===== config.mk =====
export PLATFORM = sky130hd
export DESIGN_NAME = current_power_calc_regs
export DESIGN_NICKNAME = d
export VERILOG_FILES = /design/src/include/pwr_calc_pkg.sv /design/src/logic/current_power_calc_regs.sv /design/src/logic/unsigned_divider.sv
export SDC_FILE = /design/constraint.sdc
export NUM_CORES = 1
export LEC_CHECK = 0
export ABC_AREA = 1
export BUFFER_PORTS_ARGS = -buffer_cell sky130_fd_sc_hd__buf_4
export CAP_MARGIN = 20
export CORE_MARGIN = 2
export CORE_UTILIZATION = 66
export CTS_CLUSTER_DIAMETER = 100
export DETAILED_ROUTE_END_ITERATION = 7
export GPL_TIMING_DRIVEN = 0
export PLACE_DENSITY = 0.84
export SETUP_SLACK_MARGIN = 0.02
export SLEW_MARGIN = 10
export SYNTH_ARGS = -nofsm -noshare
export SYNTH_HDL_FRONTEND = slang
export SYNTH_HIERARCHICAL = 1
export SYNTH_SLANG_ARGS = --single-unit

===== constraint.sdc =====
create_clock -name clk_sys_in -period 7 [get_ports clk_sys_in]
set_input_delay 0 -clock clk_sys_in [delete_from_list [all_inputs] [get_ports clk_sys_in]]
set_output_delay 0 -clock clk_sys_in [all_outputs]
set_load 0.01 [all_outputs]

===== src/include/pwr_calc_pkg.sv =====
package pwr_calc_pkg;

  // ***************************************************************
  // Register map
  // ***************************************************************
  localparam logic [7:0]  POWER_RESULT_OFFSET      = 8'h03;
  localparam logic [7:0]  CURRENT_RESULT_OFFSET    = 8'h04;
  localparam logic [7:0]  CALIBRATION_VALUE_OFFSET = 8'h05;

  // ***************************************************************
  // Reset values and field layout
  // ***************************************************************
  localparam logic [15:0] POWER_RESULT_RESET       = 16'h0000;
  localparam logic [15:0] CURRENT_RESULT_RESET     = 16'h0000;
  localparam logic [15:0] CALIBRATION_VALUE_RESET  = 16'h0000;
  localparam int          CURRENT_SIGN_POS         = 15;
  localparam int          CAL_VOID_POS             = 0;
  localparam logic [15:0] CAL_WRITE_MASK           = 16'hfffe;

  // ***************************************************************
  // Arithmetic constants and timing
  // ***************************************************************
  localparam logic [15:0] POWER_DIVISOR            = 16'h1388;  // 5000
  localparam int          DIV_STEPS                = 32;        // Restoring divider, one quotient bit a cycle

  // ***************************************************************
  // Carriers
  // ***************************************************************
  typedef struct packed {
    logic        req;    // One-cycle access strobe
    logic        write;  // High for a write
    logic [7:0]  addr;   // Register offset
    logic [15:0] wdata;  // Write data
  } reg_req_s;

  typedef struct packed {
    logic        ok;     // High when the offset is mapped here
    logic [15:0] rdata;  // Read data, registered
  } reg_rsp_s;

  typedef enum logic [2:0] {
    ST_IDLE = 3'b001,
    ST_MUL  = 3'b010,
    ST_DIV  = 3'b100
  } calc_state_e;

endpackage : pwr_calc_pkg


===== src/logic/current_power_calc_regs.sv =====
`timescale 1ns/1ps
// Overview of operation
// RL1 - Power result register, offset 03h, resets zero
// RL2 - Power equals current times bus over 5000
// RL3 - Current result at 04h, two's complement
// RL4 - Current equals shunt reading times calibration
// RL5 - Calibration at 05h; D15..D1 used only
// RL6 - Calibration D0 always reads zero
// RL7 - Calibration clears to zero at reset
// RL8 - Host picks calibration, sets full scale
// RL9 - Reading power result clears conversion ready
// RL10 - Out-of-range current or power sets overflow
// RL11 - Ready set only after multiplications complete
// RL12 - Recompute both results on each conversion; the code ignores conv_done_in while busy_out is high
module current_power_calc_regs
  import pwr_calc_pkg::*;
(
  input  wire logic        clk_sys_in,          // System clock, 100 MHz
  input  wire logic        rst_n_in,            // Asynchronous reset, active low
  input  wire reg_req_s    reg_req_in,          // Register access from the serial engine
  output reg_rsp_s         reg_rsp_out,         // Registered read answer
  input  wire logic        conv_done_in,        // Pulse: new shunt and bus readings stored
  input  wire logic [15:0] shunt_reading_in,    // Signed shunt voltage reading
  input  wire logic [12:0] bus_reading_in,      // Unsigned bus voltage reading
  input  wire logic        ready_clear_in,      // Pulse: operating mode rewritten
  output logic             conversion_ready_flag_out, // Results complete
  output logic             math_overflow_flag_out,    // Last result out of range
  output logic             busy_out             // Calculation in progress
);

  // ***************************************************************
  // Register file state
  // ***************************************************************
  logic [15:0] power_result;       // Read-only power
  logic [15:0] current_result;     // Read-only current
  logic [15:0] calibration_value;  // Software calibration, bit 0 void
  logic        conversion_ready_flag;
  logic        math_overflow_flag;
  reg_rsp_s    rsp;                // Registered answer
  logic [15:0] next_power_result;
  logic [15:0] next_current_result;
  logic [15:0] next_calibration_value;
  logic        next_conversion_ready_flag;
  logic        next_math_overflow_flag;
  reg_rsp_s    next_rsp;

  // ***************************************************************
  // Calculation state
  // ***************************************************************
  calc_state_e state;              // Sequencer
  calc_state_e next_state;
  logic [12:0] bus_hold;           // Bus reading captured at start
  logic [15:0] shunt_hold;         // Shunt reading captured at start; the pin may move on
  logic        cur_ovf;            // Current overflow seen this pass
  logic        div_start;          // Held low and unused; div_go kicks the divider
  logic [31:0] div_dividend;       // Magnitude of current times bus
  logic        div_done;           // Divider finished
  logic [31:0] div_quot;           // Divider quotient
  logic [12:0] next_bus_hold;
  logic [15:0] next_shunt_hold;
  logic        next_cur_ovf;

  // ***************************************************************
  // Combinational arithmetic
  // ***************************************************************
  logic signed [31:0] cur_full;    // Shunt times calibration, before scaling
  logic signed [31:0] cur_scaled;  // Scaled current
  logic        [15:0] cur_mag;     // Magnitude of stored current
  logic        [31:0] pwr_mag;     // Magnitude of power

  // Calibration word D15..D1 is the multiplier; dividing the product by 2048 keeps
  // the usual current_lsb relation while D0 plays no part at all
  always_comb begin
    cur_full   = $signed(shunt_hold) * $signed({17'h00000, calibration_value[15:1]}); // RL4 RL5
    cur_scaled = cur_full >>> 11;
    cur_mag    = current_result[CURRENT_SIGN_POS] ? 16'(-current_result) : current_result; // RL3
    div_dividend = 32'(cur_mag) * 32'(bus_hold); // RL2
    pwr_mag    = div_quot;
  end

  // ***************************************************************
  // Sequencer: capture, multiply, divide
  // ***************************************************************
  always_comb begin
    next_state          = state;
    next_bus_hold       = bus_hold;
    next_shunt_hold     = shunt_hold;
    next_cur_ovf        = cur_ovf;
    next_current_result = current_result;
    next_power_result   = power_result;
    div_start           = 1'b0;
    unique case (state)
      ST_IDLE: begin
        if (conv_done_in) begin // RL12
          next_bus_hold   = bus_reading_in;
          next_shunt_hold = shunt_reading_in;
          next_state    = ST_MUL;
        end
      end
      ST_MUL: begin
        // Saturate rather than wrap, and remember the event
        if (cur_scaled > 32'sd32767) begin
          next_current_result = 16'h7fff;
          next_cur_ovf        = 1'b1; // RL10
        end else if (cur_scaled < -32'sd32768) begin
          next_current_result = 16'h8000;
          next_cur_ovf        = 1'b1; // RL10
        end else begin
          next_current_result = cur_scaled[15:0]; // RL4
          next_cur_ovf        = 1'b0;
        end
        next_state   = ST_DIV;
      end
      ST_DIV: begin
        if (div_done) begin
          // Power is kept as a magnitude; a negative current gives its absolute power
          next_power_result = (pwr_mag > 32'h0000ffff) ? 16'hffff : pwr_mag[15:0]; // RL2
          next_state        = ST_IDLE;
        end
      end
      default: next_state = ST_IDLE;
    endcase
  end

  // Divider launch is one cycle after the current result settles
  logic div_go;                // Start pulse toward the divider
  logic div_step_first;        // First cycle of the divide state
  logic next_div_step_first;
  assign div_go              = (state == ST_DIV) && (div_step_first);
  assign next_div_step_first = (state == ST_MUL);

  always_ff @(posedge clk_sys_in or negedge rst_n_in) begin
    if (!rst_n_in) begin
      state          <= ST_IDLE;
      bus_hold       <= 13'h0000;
      shunt_hold     <= 16'h0000;
      cur_ovf        <= 1'b0;
      div_step_first <= 1'b0;
    end else begin
      state          <= next_state;
      bus_hold       <= next_bus_hold;
      shunt_hold     <= next_shunt_hold;
      cur_ovf        <= next_cur_ovf;
      div_step_first <= next_div_step_first;
    end
  end

  unsigned_divider u_div (
    .clk_sys_in   (clk_sys_in),
    .rst_n_in     (rst_n_in),
    .start_in     (div_go),
    .dividend_in  (div_dividend),
    .divisor_in   (POWER_DIVISOR),
    .done_out     (div_done),
    .quotient_out (div_quot)
  );

  // ***************************************************************
  // Register access and flags
  // ***************************************************************
  logic calc_finish;   // Last step of a pass
  logic pwr_read;      // Host reads the power result
  assign calc_finish = (state == ST_DIV) && div_done;
  assign pwr_read    = reg_req_in.req && !reg_req_in.write && (reg_req_in.addr == POWER_RESULT_OFFSET);

  always_comb begin
    next_calibration_value     = calibration_value;
    next_conversion_ready_flag = conversion_ready_flag;
    next_math_overflow_flag    = math_overflow_flag;
    next_rsp                   = rsp;
    // Writes reach the calibration word only; D0 cannot be set
    if (reg_req_in.req && reg_req_in.write && (reg_req_in.addr == CALIBRATION_VALUE_OFFSET)) begin
      next_calibration_value = reg_req_in.wdata & CAL_WRITE_MASK; // RL6
    end
    // Reads answer the next cycle; unmapped offsets read zero with ok low
    if (reg_req_in.req && !reg_req_in.write) begin
      next_rsp.ok = 1'b1;
      unique case (reg_req_in.addr)
        POWER_RESULT_OFFSET:      next_rsp.rdata = power_result; // RL1
        CURRENT_RESULT_OFFSET:    next_rsp.rdata = current_result; // RL3
        CALIBRATION_VALUE_OFFSET: next_rsp.rdata = calibration_value; // RL5
        default: begin
          next_rsp.ok    = 1'b0;
          next_rsp.rdata = 16'h0000;
        end
      endcase
    end
    // Clears first, so a completing pass in the same cycle still sets the flag
    if (pwr_read || ready_clear_in) begin
      next_conversion_ready_flag = 1'b0; // RL9
    end
    if (calc_finish) begin
      next_conversion_ready_flag = 1'b1; // RL11
      next_math_overflow_flag    = cur_ovf || (pwr_mag > 32'h0000ffff); // RL10
    end
  end

  always_ff @(posedge clk_sys_in or negedge rst_n_in) begin
    if (!rst_n_in) begin
      power_result          <= POWER_RESULT_RESET; // RL1
      current_result        <= CURRENT_RESULT_RESET;
      calibration_value     <= CALIBRATION_VALUE_RESET; // RL7
      conversion_ready_flag <= 1'b0;
      math_overflow_flag    <= 1'b0;
      rsp                   <= '0;
    end else begin
      power_result          <= next_power_result;
      current_result        <= next_current_result;
      calibration_value     <= next_calibration_value;
      conversion_ready_flag <= next_conversion_ready_flag;
      math_overflow_flag    <= next_math_overflow_flag;
      rsp                   <= next_rsp;
    end
  end

  assign reg_rsp_out               = rsp;
  assign conversion_ready_flag_out = conversion_ready_flag;
  assign math_overflow_flag_out    = math_overflow_flag;
  assign busy_out                  = (state != ST_IDLE);

endmodule : current_power_calc_regs


===== src/logic/unsigned_divider.sv =====
`timescale 1ns/1ps
module unsigned_divider
  import pwr_calc_pkg::*;
(
  input  wire logic        clk_sys_in,   // System clock
  input  wire logic        rst_n_in,     // Asynchronous reset, active low
  input  wire logic        start_in,     // One-cycle start pulse
  input  wire logic [31:0] dividend_in,  // Magnitude to divide
  input  wire logic [15:0] divisor_in,   // Divisor, non-zero
  output logic             done_out,     // One-cycle pulse when quotient is ready
  output logic      [31:0] quotient_out  // Quotient, held until the next start
);

  // ***************************************************************
  // Restoring division state
  // ***************************************************************
  logic [31:0] quot;        // Shifts in quotient bits
  logic [16:0] rem;         // Partial remainder
  logic [5:0]  count;       // Steps left
  logic        done;        // Completion pulse
  logic [31:0] next_quot;
  logic [16:0] next_rem;
  logic [5:0]  next_count;
  logic        next_done;
  logic [16:0] trial;       // Remainder with next dividend bit

  // Next-state logic; one bit per cycle keeps the area small at the cost of latency
  always_comb begin
    next_quot  = quot;
    next_rem   = rem;
    next_count = count;
    next_done  = 1'b0;
    trial      = {rem[15:0], quot[31]};
    if (start_in) begin
      next_quot  = dividend_in;
      next_rem   = 17'h00000;
      next_count = 6'(DIV_STEPS);
    end else if (count != 6'h00) begin
      if (trial >= {1'b0, divisor_in}) begin
        next_rem  = trial - {1'b0, divisor_in};
        next_quot = {quot[30:0], 1'b1};
      end else begin
        next_rem  = trial;
        next_quot = {quot[30:0], 1'b0};
      end
      next_count = count - 6'h01;
      next_done  = (count == 6'h01);
    end
  end

  // Registers only
  always_ff @(posedge clk_sys_in or negedge rst_n_in) begin
    if (!rst_n_in) begin
      quot  <= 32'h00000000;
      rem   <= 17'h00000;
      count <= 6'h00;
      done  <= 1'b0;
    end else begin
      quot  <= next_quot;
      rem   <= next_rem;
      count <= next_count;
      done  <= next_done;
    end
  end

  assign done_out     = done;
  assign quotient_out = quot;

endmodule : unsigned_divider


==> results of run 1 <==
[cell families after synthesis]
group / after synthesis / synth area share (%)
compound gates: 236 / 5.80
xor+xnor: 59 / 2.09
fa+ha+maj: 573 / 41.1
buf+inv: 978 / 15.0
flops: 155 / 15.7
mux: 15 / 0.682
other cells: 2 / 0.0303
simple gates: 1206 / 19.7
[repair_timing]
action                                  4_1_cts  5_1_grt
hold buffers                                 53        0
gates cloned                                  0        0
gates resized for setup                      42      155
endpoints found under the setup margin       30       31
hold endpoints to repair                    135        0
pin swaps                                     3       22
setup buffers                                 8       18
[stage by stage]
step / instances / hold slack, ns / area [µm²]
floorplan: 3242 / -0.296 / 24800
global placement: 3787 / 0.186 / 26000
detailed placement: 3788 / 0.0730 / 26000
CTS: 3871 / 0.00763 / 27400
global route: 3874 / 0.0556 / 27900
finish: 3874 / 0.0388 / 27900
[metal layers]
metal / GRT usage [%] / vias to the layer above / part of all wire [%]
met5: 0 / - / 0.015
met4: 18.5 / 2 / 5.2
met3: 10.6 / 327 / 13
met2: 62.4 / 1490 / 46
li1: - / 9762 / -
met1: 49.1 / 10700 / 36
[cell usage after synthesis, types with 5 or more instances]
cell / number
a21oi_1: 67
a21oi_2: 9
a221oi_1: 14
a22oi_1: 5
a31oi_1: 10
and2_1: 6
buf_2: 7
clkbuf_1: 104
dfrtp_1: 154
fa_1: 400
ha_1: 173
inv_1: 855
mux2_2: 15
nand2_1: 864
nand2_2: 10
nand3_1: 74
nand3_2: 6
nand3b_1: 5
nand4_1: 12
nor2_1: 186
nor2_2: 6
nor3_1: 18
nor4_1: 5
o211ai_1: 6
o21ai_0: 88
o221ai_1: 23
xnor2_1: 21
xor2_1: 38
[sequential cells by signal, indices dropped and copies added (netlist names)]
name / flops
bus_hold: 13
u_div/count: 6
current_result: 16
u_div/quotient_out: 32
div_step_first: 1
power_result: 16
shunt_hold: 16
calibration_value: 15
cur_ovf: 1
conversion_ready_flag_out: 1
state: 3
reg_rsp_out: 17
u_div/done_out: 1
math_overflow_flag_out: 1
u_div/rem: 16
[tightest hold or removal path, stage by stage]
cell	delay [ns]
buf_4	0.12
nand3_2	0.14
mux2_2	0.19
[final timing paths]
path / slack [ns] / from / to / cells past startpoint
min in group asynchronous: 0.17 / rst_n_in / reg_rsp_out[11] / 2
min: 0.04 / reg_req_in[25] / calibration_value[3] / 3
max in group asynchronous: 5.97 / rst_n_in / state[0] / 3
min reg2reg: 0.49 / reg_rsp_out[3] / reg_rsp_out[3] / 2
max reg2reg: 0.11 / current_result[2] / u_div/quotient_out[27] / 29
max: 0.11 / current_result[2] / u_div/quotient_out[27] / 29
[final cells by class]
type	count	area share (%)
Inverter	861	11.7
Timing Repair Buffer	157	4.85
Buffer	92	1.65
Clock inverter	14	0.726
Clock buffer	18	1.57
Tap cell	468	2.10
Multi-Input combinational cell	2109	63.5
Sequential cell	155	14.0
==> out/metrics.cfg, run 1 <==
[cells_and_area]
nNetsFinal = 4025
antennaDiodeCount = 0
nFillCells = 2572
drive_gt1_share_pct = 10.1
final_common_cell = nand2_1
post-route-util_pct = 75.9
area_growth_pct = 12.6
final_cell_mix = nand2_1 (851), inv_1 (844), fa_1 (392), nor2_1 (178), ha_1 (159)
multi_input_area_mm2 = 0.0177
seq_area_mm2 = 0.00390

[synthesis]
yosys_warnings = 6
synth_top_area_share_pct = 32.3
syn_avg_cell_area_um2 = 7.69
syn_area_mm2 = 0.0248
synth.yosys.seq_area_share_pct = 15.7
ys_seq_elements = 155
synth-edff-count = 0
synth_ff_type = dfrtp_1
synth_top_area_cell = fa_1
synth_area_leaders = fa_1 (32%), dfrtp_1 (16%), nand2_1 (13%)
syn_inst = 3224
synthArstFlopShare_pct = 100
synthDistinctLibCells = 53

[clock_network]
cts_sinks = 155
clk_latency_ns = 0.46
path_clk_slew_ns = 0.07
htreeDepth = 4
cts_buffers = 17
cts_tree = done
max-clock-path-buffers = 2
cts_root_buffer = clkbuf_16

[worst_setup_path]
crit_arrival_ns = 7.19
crit_fanout = 5
critical_path_buf_inv_count = 5
cpMostUsedCell = fa_1
worstSetupEndpointType = flop
cp_slowest_cell = fa_1
required_ns = 7.31
crit_type = reg2reg
start_kind = flop
crit_family = adder cells
cp_slowest_stage_delay_ns = 0.60

[routing]
drc_errors = 0
routed_wl_um = 73100
drtIter0Drc = 2771
routedWlPerCell_um = 18.9
via_per_inst = 5.75
dr_total_vias = 22300
dr.pass1.iters = 6
ant_nets = 0

[run]
maxCapViolations = 0

[global_route]
grt_max_degree = 89
antenna_found_initial = 1
grt_usage_pct = 38.9
grt_pass1_vias = 23200
grt_pass1_wl_um = 117000
grt_overflow_total = 0

[floorplan]
initial_utilization_pct = 67.4
dieArea_mm2 = 0.0391
io_pins = 79
die_y_um = 198
die_x_um = 198
rows = 70
core_area_mm2 = 0.0368

[timing]
fin_setup_tns_ns = 0
max_freq_mhz = 145
fin_crit_sh_pct = 98.4
tightest_slew_ns = 1.02
maxSlewViolCount = 0
setup_slack_ns = 0.114
relSlewSlack_pct = 31.7
clock_skew_ns = 0.0263
period_needed_ns = 6.89
setup_viol = 0
hold_violations = 0

[status]
outcome = finished clean

[placed_design]
place_ws_ns = -0.934
numPortBuffers = 77
dp_hpwl_um = 56000
gp_routability_congestion = 0.995

[hold_path]
hold_class = in2reg

Power of run 1 is left out: the tool's default activity adds up to more than one toggle a clock period on the data nets, which glitch-free logic cannot reach.
==> run 2, diff against run 1 <==
--- a/config.mk
+++ b/config.mk
@@ -9,11 +9,11 @@
 export BUFFER_PORTS_ARGS = -buffer_cell sky130_fd_sc_hd__buf_4
 export CAP_MARGIN = 20
 export CORE_MARGIN = 2
-export CORE_UTILIZATION = 66
+export CORE_UTILIZATION = 60
 export CTS_CLUSTER_DIAMETER = 100
 export DETAILED_ROUTE_END_ITERATION = 7
 export GPL_TIMING_DRIVEN = 0
-export PLACE_DENSITY = 0.84
+export PLACE_DENSITY = 0.77
 export SETUP_SLACK_MARGIN = 0.02
 export SLEW_MARGIN = 10
 export SYNTH_ARGS = -nofsm -noshare
==> run 2 against run 1 <==
  * Utilization down 7.6 points
  * Routed wire length down 3.1%
  * Largest cell class unchanged
  * Register-to-register slack improved by 0.14 ns
  * Cell count grew 2.0%
  * Maximum frequency rose by 2.0%
  * Critical path depth is 4 higher
  * Design area shrank 0.12%
  * Worst hold slack improved by 0.015 ns
  * Sequential share of layout area hardly changed
  * Critical endpoint unchanged
==> out/metrics.cfg, run 2 (synthesized netlist as in run 1, its figures left out) <==
[timing]
max_freq_mhz = 148
fin_setup_tns_ns = 0
fin_crit_sh_pct = 96.4
setup_viol = 0
clock_skew_ns = 0.0144
relSlewSlack_pct = 34.5
tightest_slew_ns = 0.976
hold_violations = 0
period_needed_ns = 6.75
maxSlewViolCount = 0

[worst_setup_path]
crit_family = adder cells
required_ns = 7.39
cp_slowest_stage_delay_ns = 0.53
crit_arrival_ns = 7.13
critical_path_buf_inv_count = 8
timing.rr.start = current_result[0]
worstSetupEndpointType = flop
cp_slowest_cell = fa_1
critical_path.startpoint = current_result[0]
crit_type = reg2reg
start_kind = flop
timing.critical_path.depth = 33
crit_fanout = 7
r2r_cells = 33

[cells_and_area]
drive_gt1_share_pct = 9.48
final_common_cell = nand2_1
area_growth_pct = 12.5
largest_reg_flops = 32
nFillCells = 3338
antennaDiodeCount = 0
nNetsFinal = 4038
final_cell_mix = nand2_1 (856), inv_1 (846), fa_1 (397), nor2_1 (178), ha_1 (159)

[hold_path]
hold_class = in2async

[placed_design]
numPortBuffers = 77
dp_hpwl_um = 57200
gp_routability_congestion = 0.978

[floorplan]
core_area_mm2 = 0.0408
die_y_um = 207
dieArea_mm2 = 0.0429
rows = 74
die_x_um = 207
initial_utilization_pct = 60.7
io_pins = 79

[clock_network]
cts_root_buffer = clkbuf_16
path_clk_slew_ns = 0.08
cts_sinks = 155
cts_buffers = 17
max-clock-path-buffers = 2
htreeDepth = 4
cts_tree = done
clk_latency_ns = 0.48

[run]
maxCapViolations = 0

[global_route]
grt_max_degree = 103
antenna_found_initial = 2
grt_usage_pct = 34.1
grt_pass1_wl_um = 115000
grt_overflow_total = 0
grt_pass1_vias = 22200

[routing]
dr_total_vias = 21700
routedWlPerCell_um = 17.9
routed_wl_um = 70800
drc_errors = 0
dr.pass1.iters = 6
ant_nets = 0
drtIter0Drc = 1901
via_per_inst = 5.49

[status]
outcome = finished clean

[run 2: changes by cell type in the layout (fill, tap and decap cells not counted), moves of 5 or more]
| cell | change |
|---|---|
| fa_1 | +5 |
| nand2_1 | +5 |
| buf_4 | +7 |
| clkbuf_1 | +8 |
| fa_2 | -5 |
[run 2: through the flow]
step	setup slack, ns	hold slack, ns	std cells	cell area [µm²]	utilization [%]
floorplan	0.674	-0.296	3242	24800	-
global placement	-0.740	0.186	3851	26100	63.9
detailed placement	-0.841	-0.0288	3852	26100	64.0
CTS	0.0280	0.0364	3931	27400	67.1
global route	-0.0450	0.0858	3951	27900	68.3
finish	0.252	0.0539	3951	27900	68.3
[run 2: layer usage]
layer  wire (µm)  global-route usage (%)  vias up
met1       29300                    47.3    10700
met2       31900                    52.7     1049
met5           0                       0        -
met3        6780                    6.96      196
met4        2870                    13.8        0
li1            -                       -     9766
[run 2: final timing paths]
kind                                          end  slack [ns]
max                        u_div/quotient_out[27]        0.25
min                          calibration_value[4]        0.05
max reg2reg                u_div/quotient_out[27]        0.25
min reg2reg                        reg_rsp_out[0]        0.49
max in group asynchronous       current_result[0]        6.08
min in group clk_sys_in           reg_rsp_out[16]        0.07
[run 2: cell type report]
cell class | count | area, µm² | share of cell area (%)
inverter | 861 | 3240 | 11.6
clock inverter | 13 | 153 | 0.548
sequential | 155 | 3900 | 14.0
timing repair inverter | 1 | 5.00 | 0.0180
tap | 532 | 666 | 2.39
multi-input combinational | 2109 | 17600 | 63.1
buffer | 95 | 454 | 1.63
timing repair buffer | 166 | 1430 | 5.12
clock buffer | 19 | 453 | 1.63
[run 2: what timing repair did]
item / CTS / global route
pin swaps: 2 / 22
endpoints found under the setup margin: 30 / 30
resized for setup: 33 / 118
cloned: 0 / 1
hold endpoints to repair: 204 / 0
setup buffers: 3 / 29
hold buffers: 56 / 0
Power of run 2 is left out for the same reason.
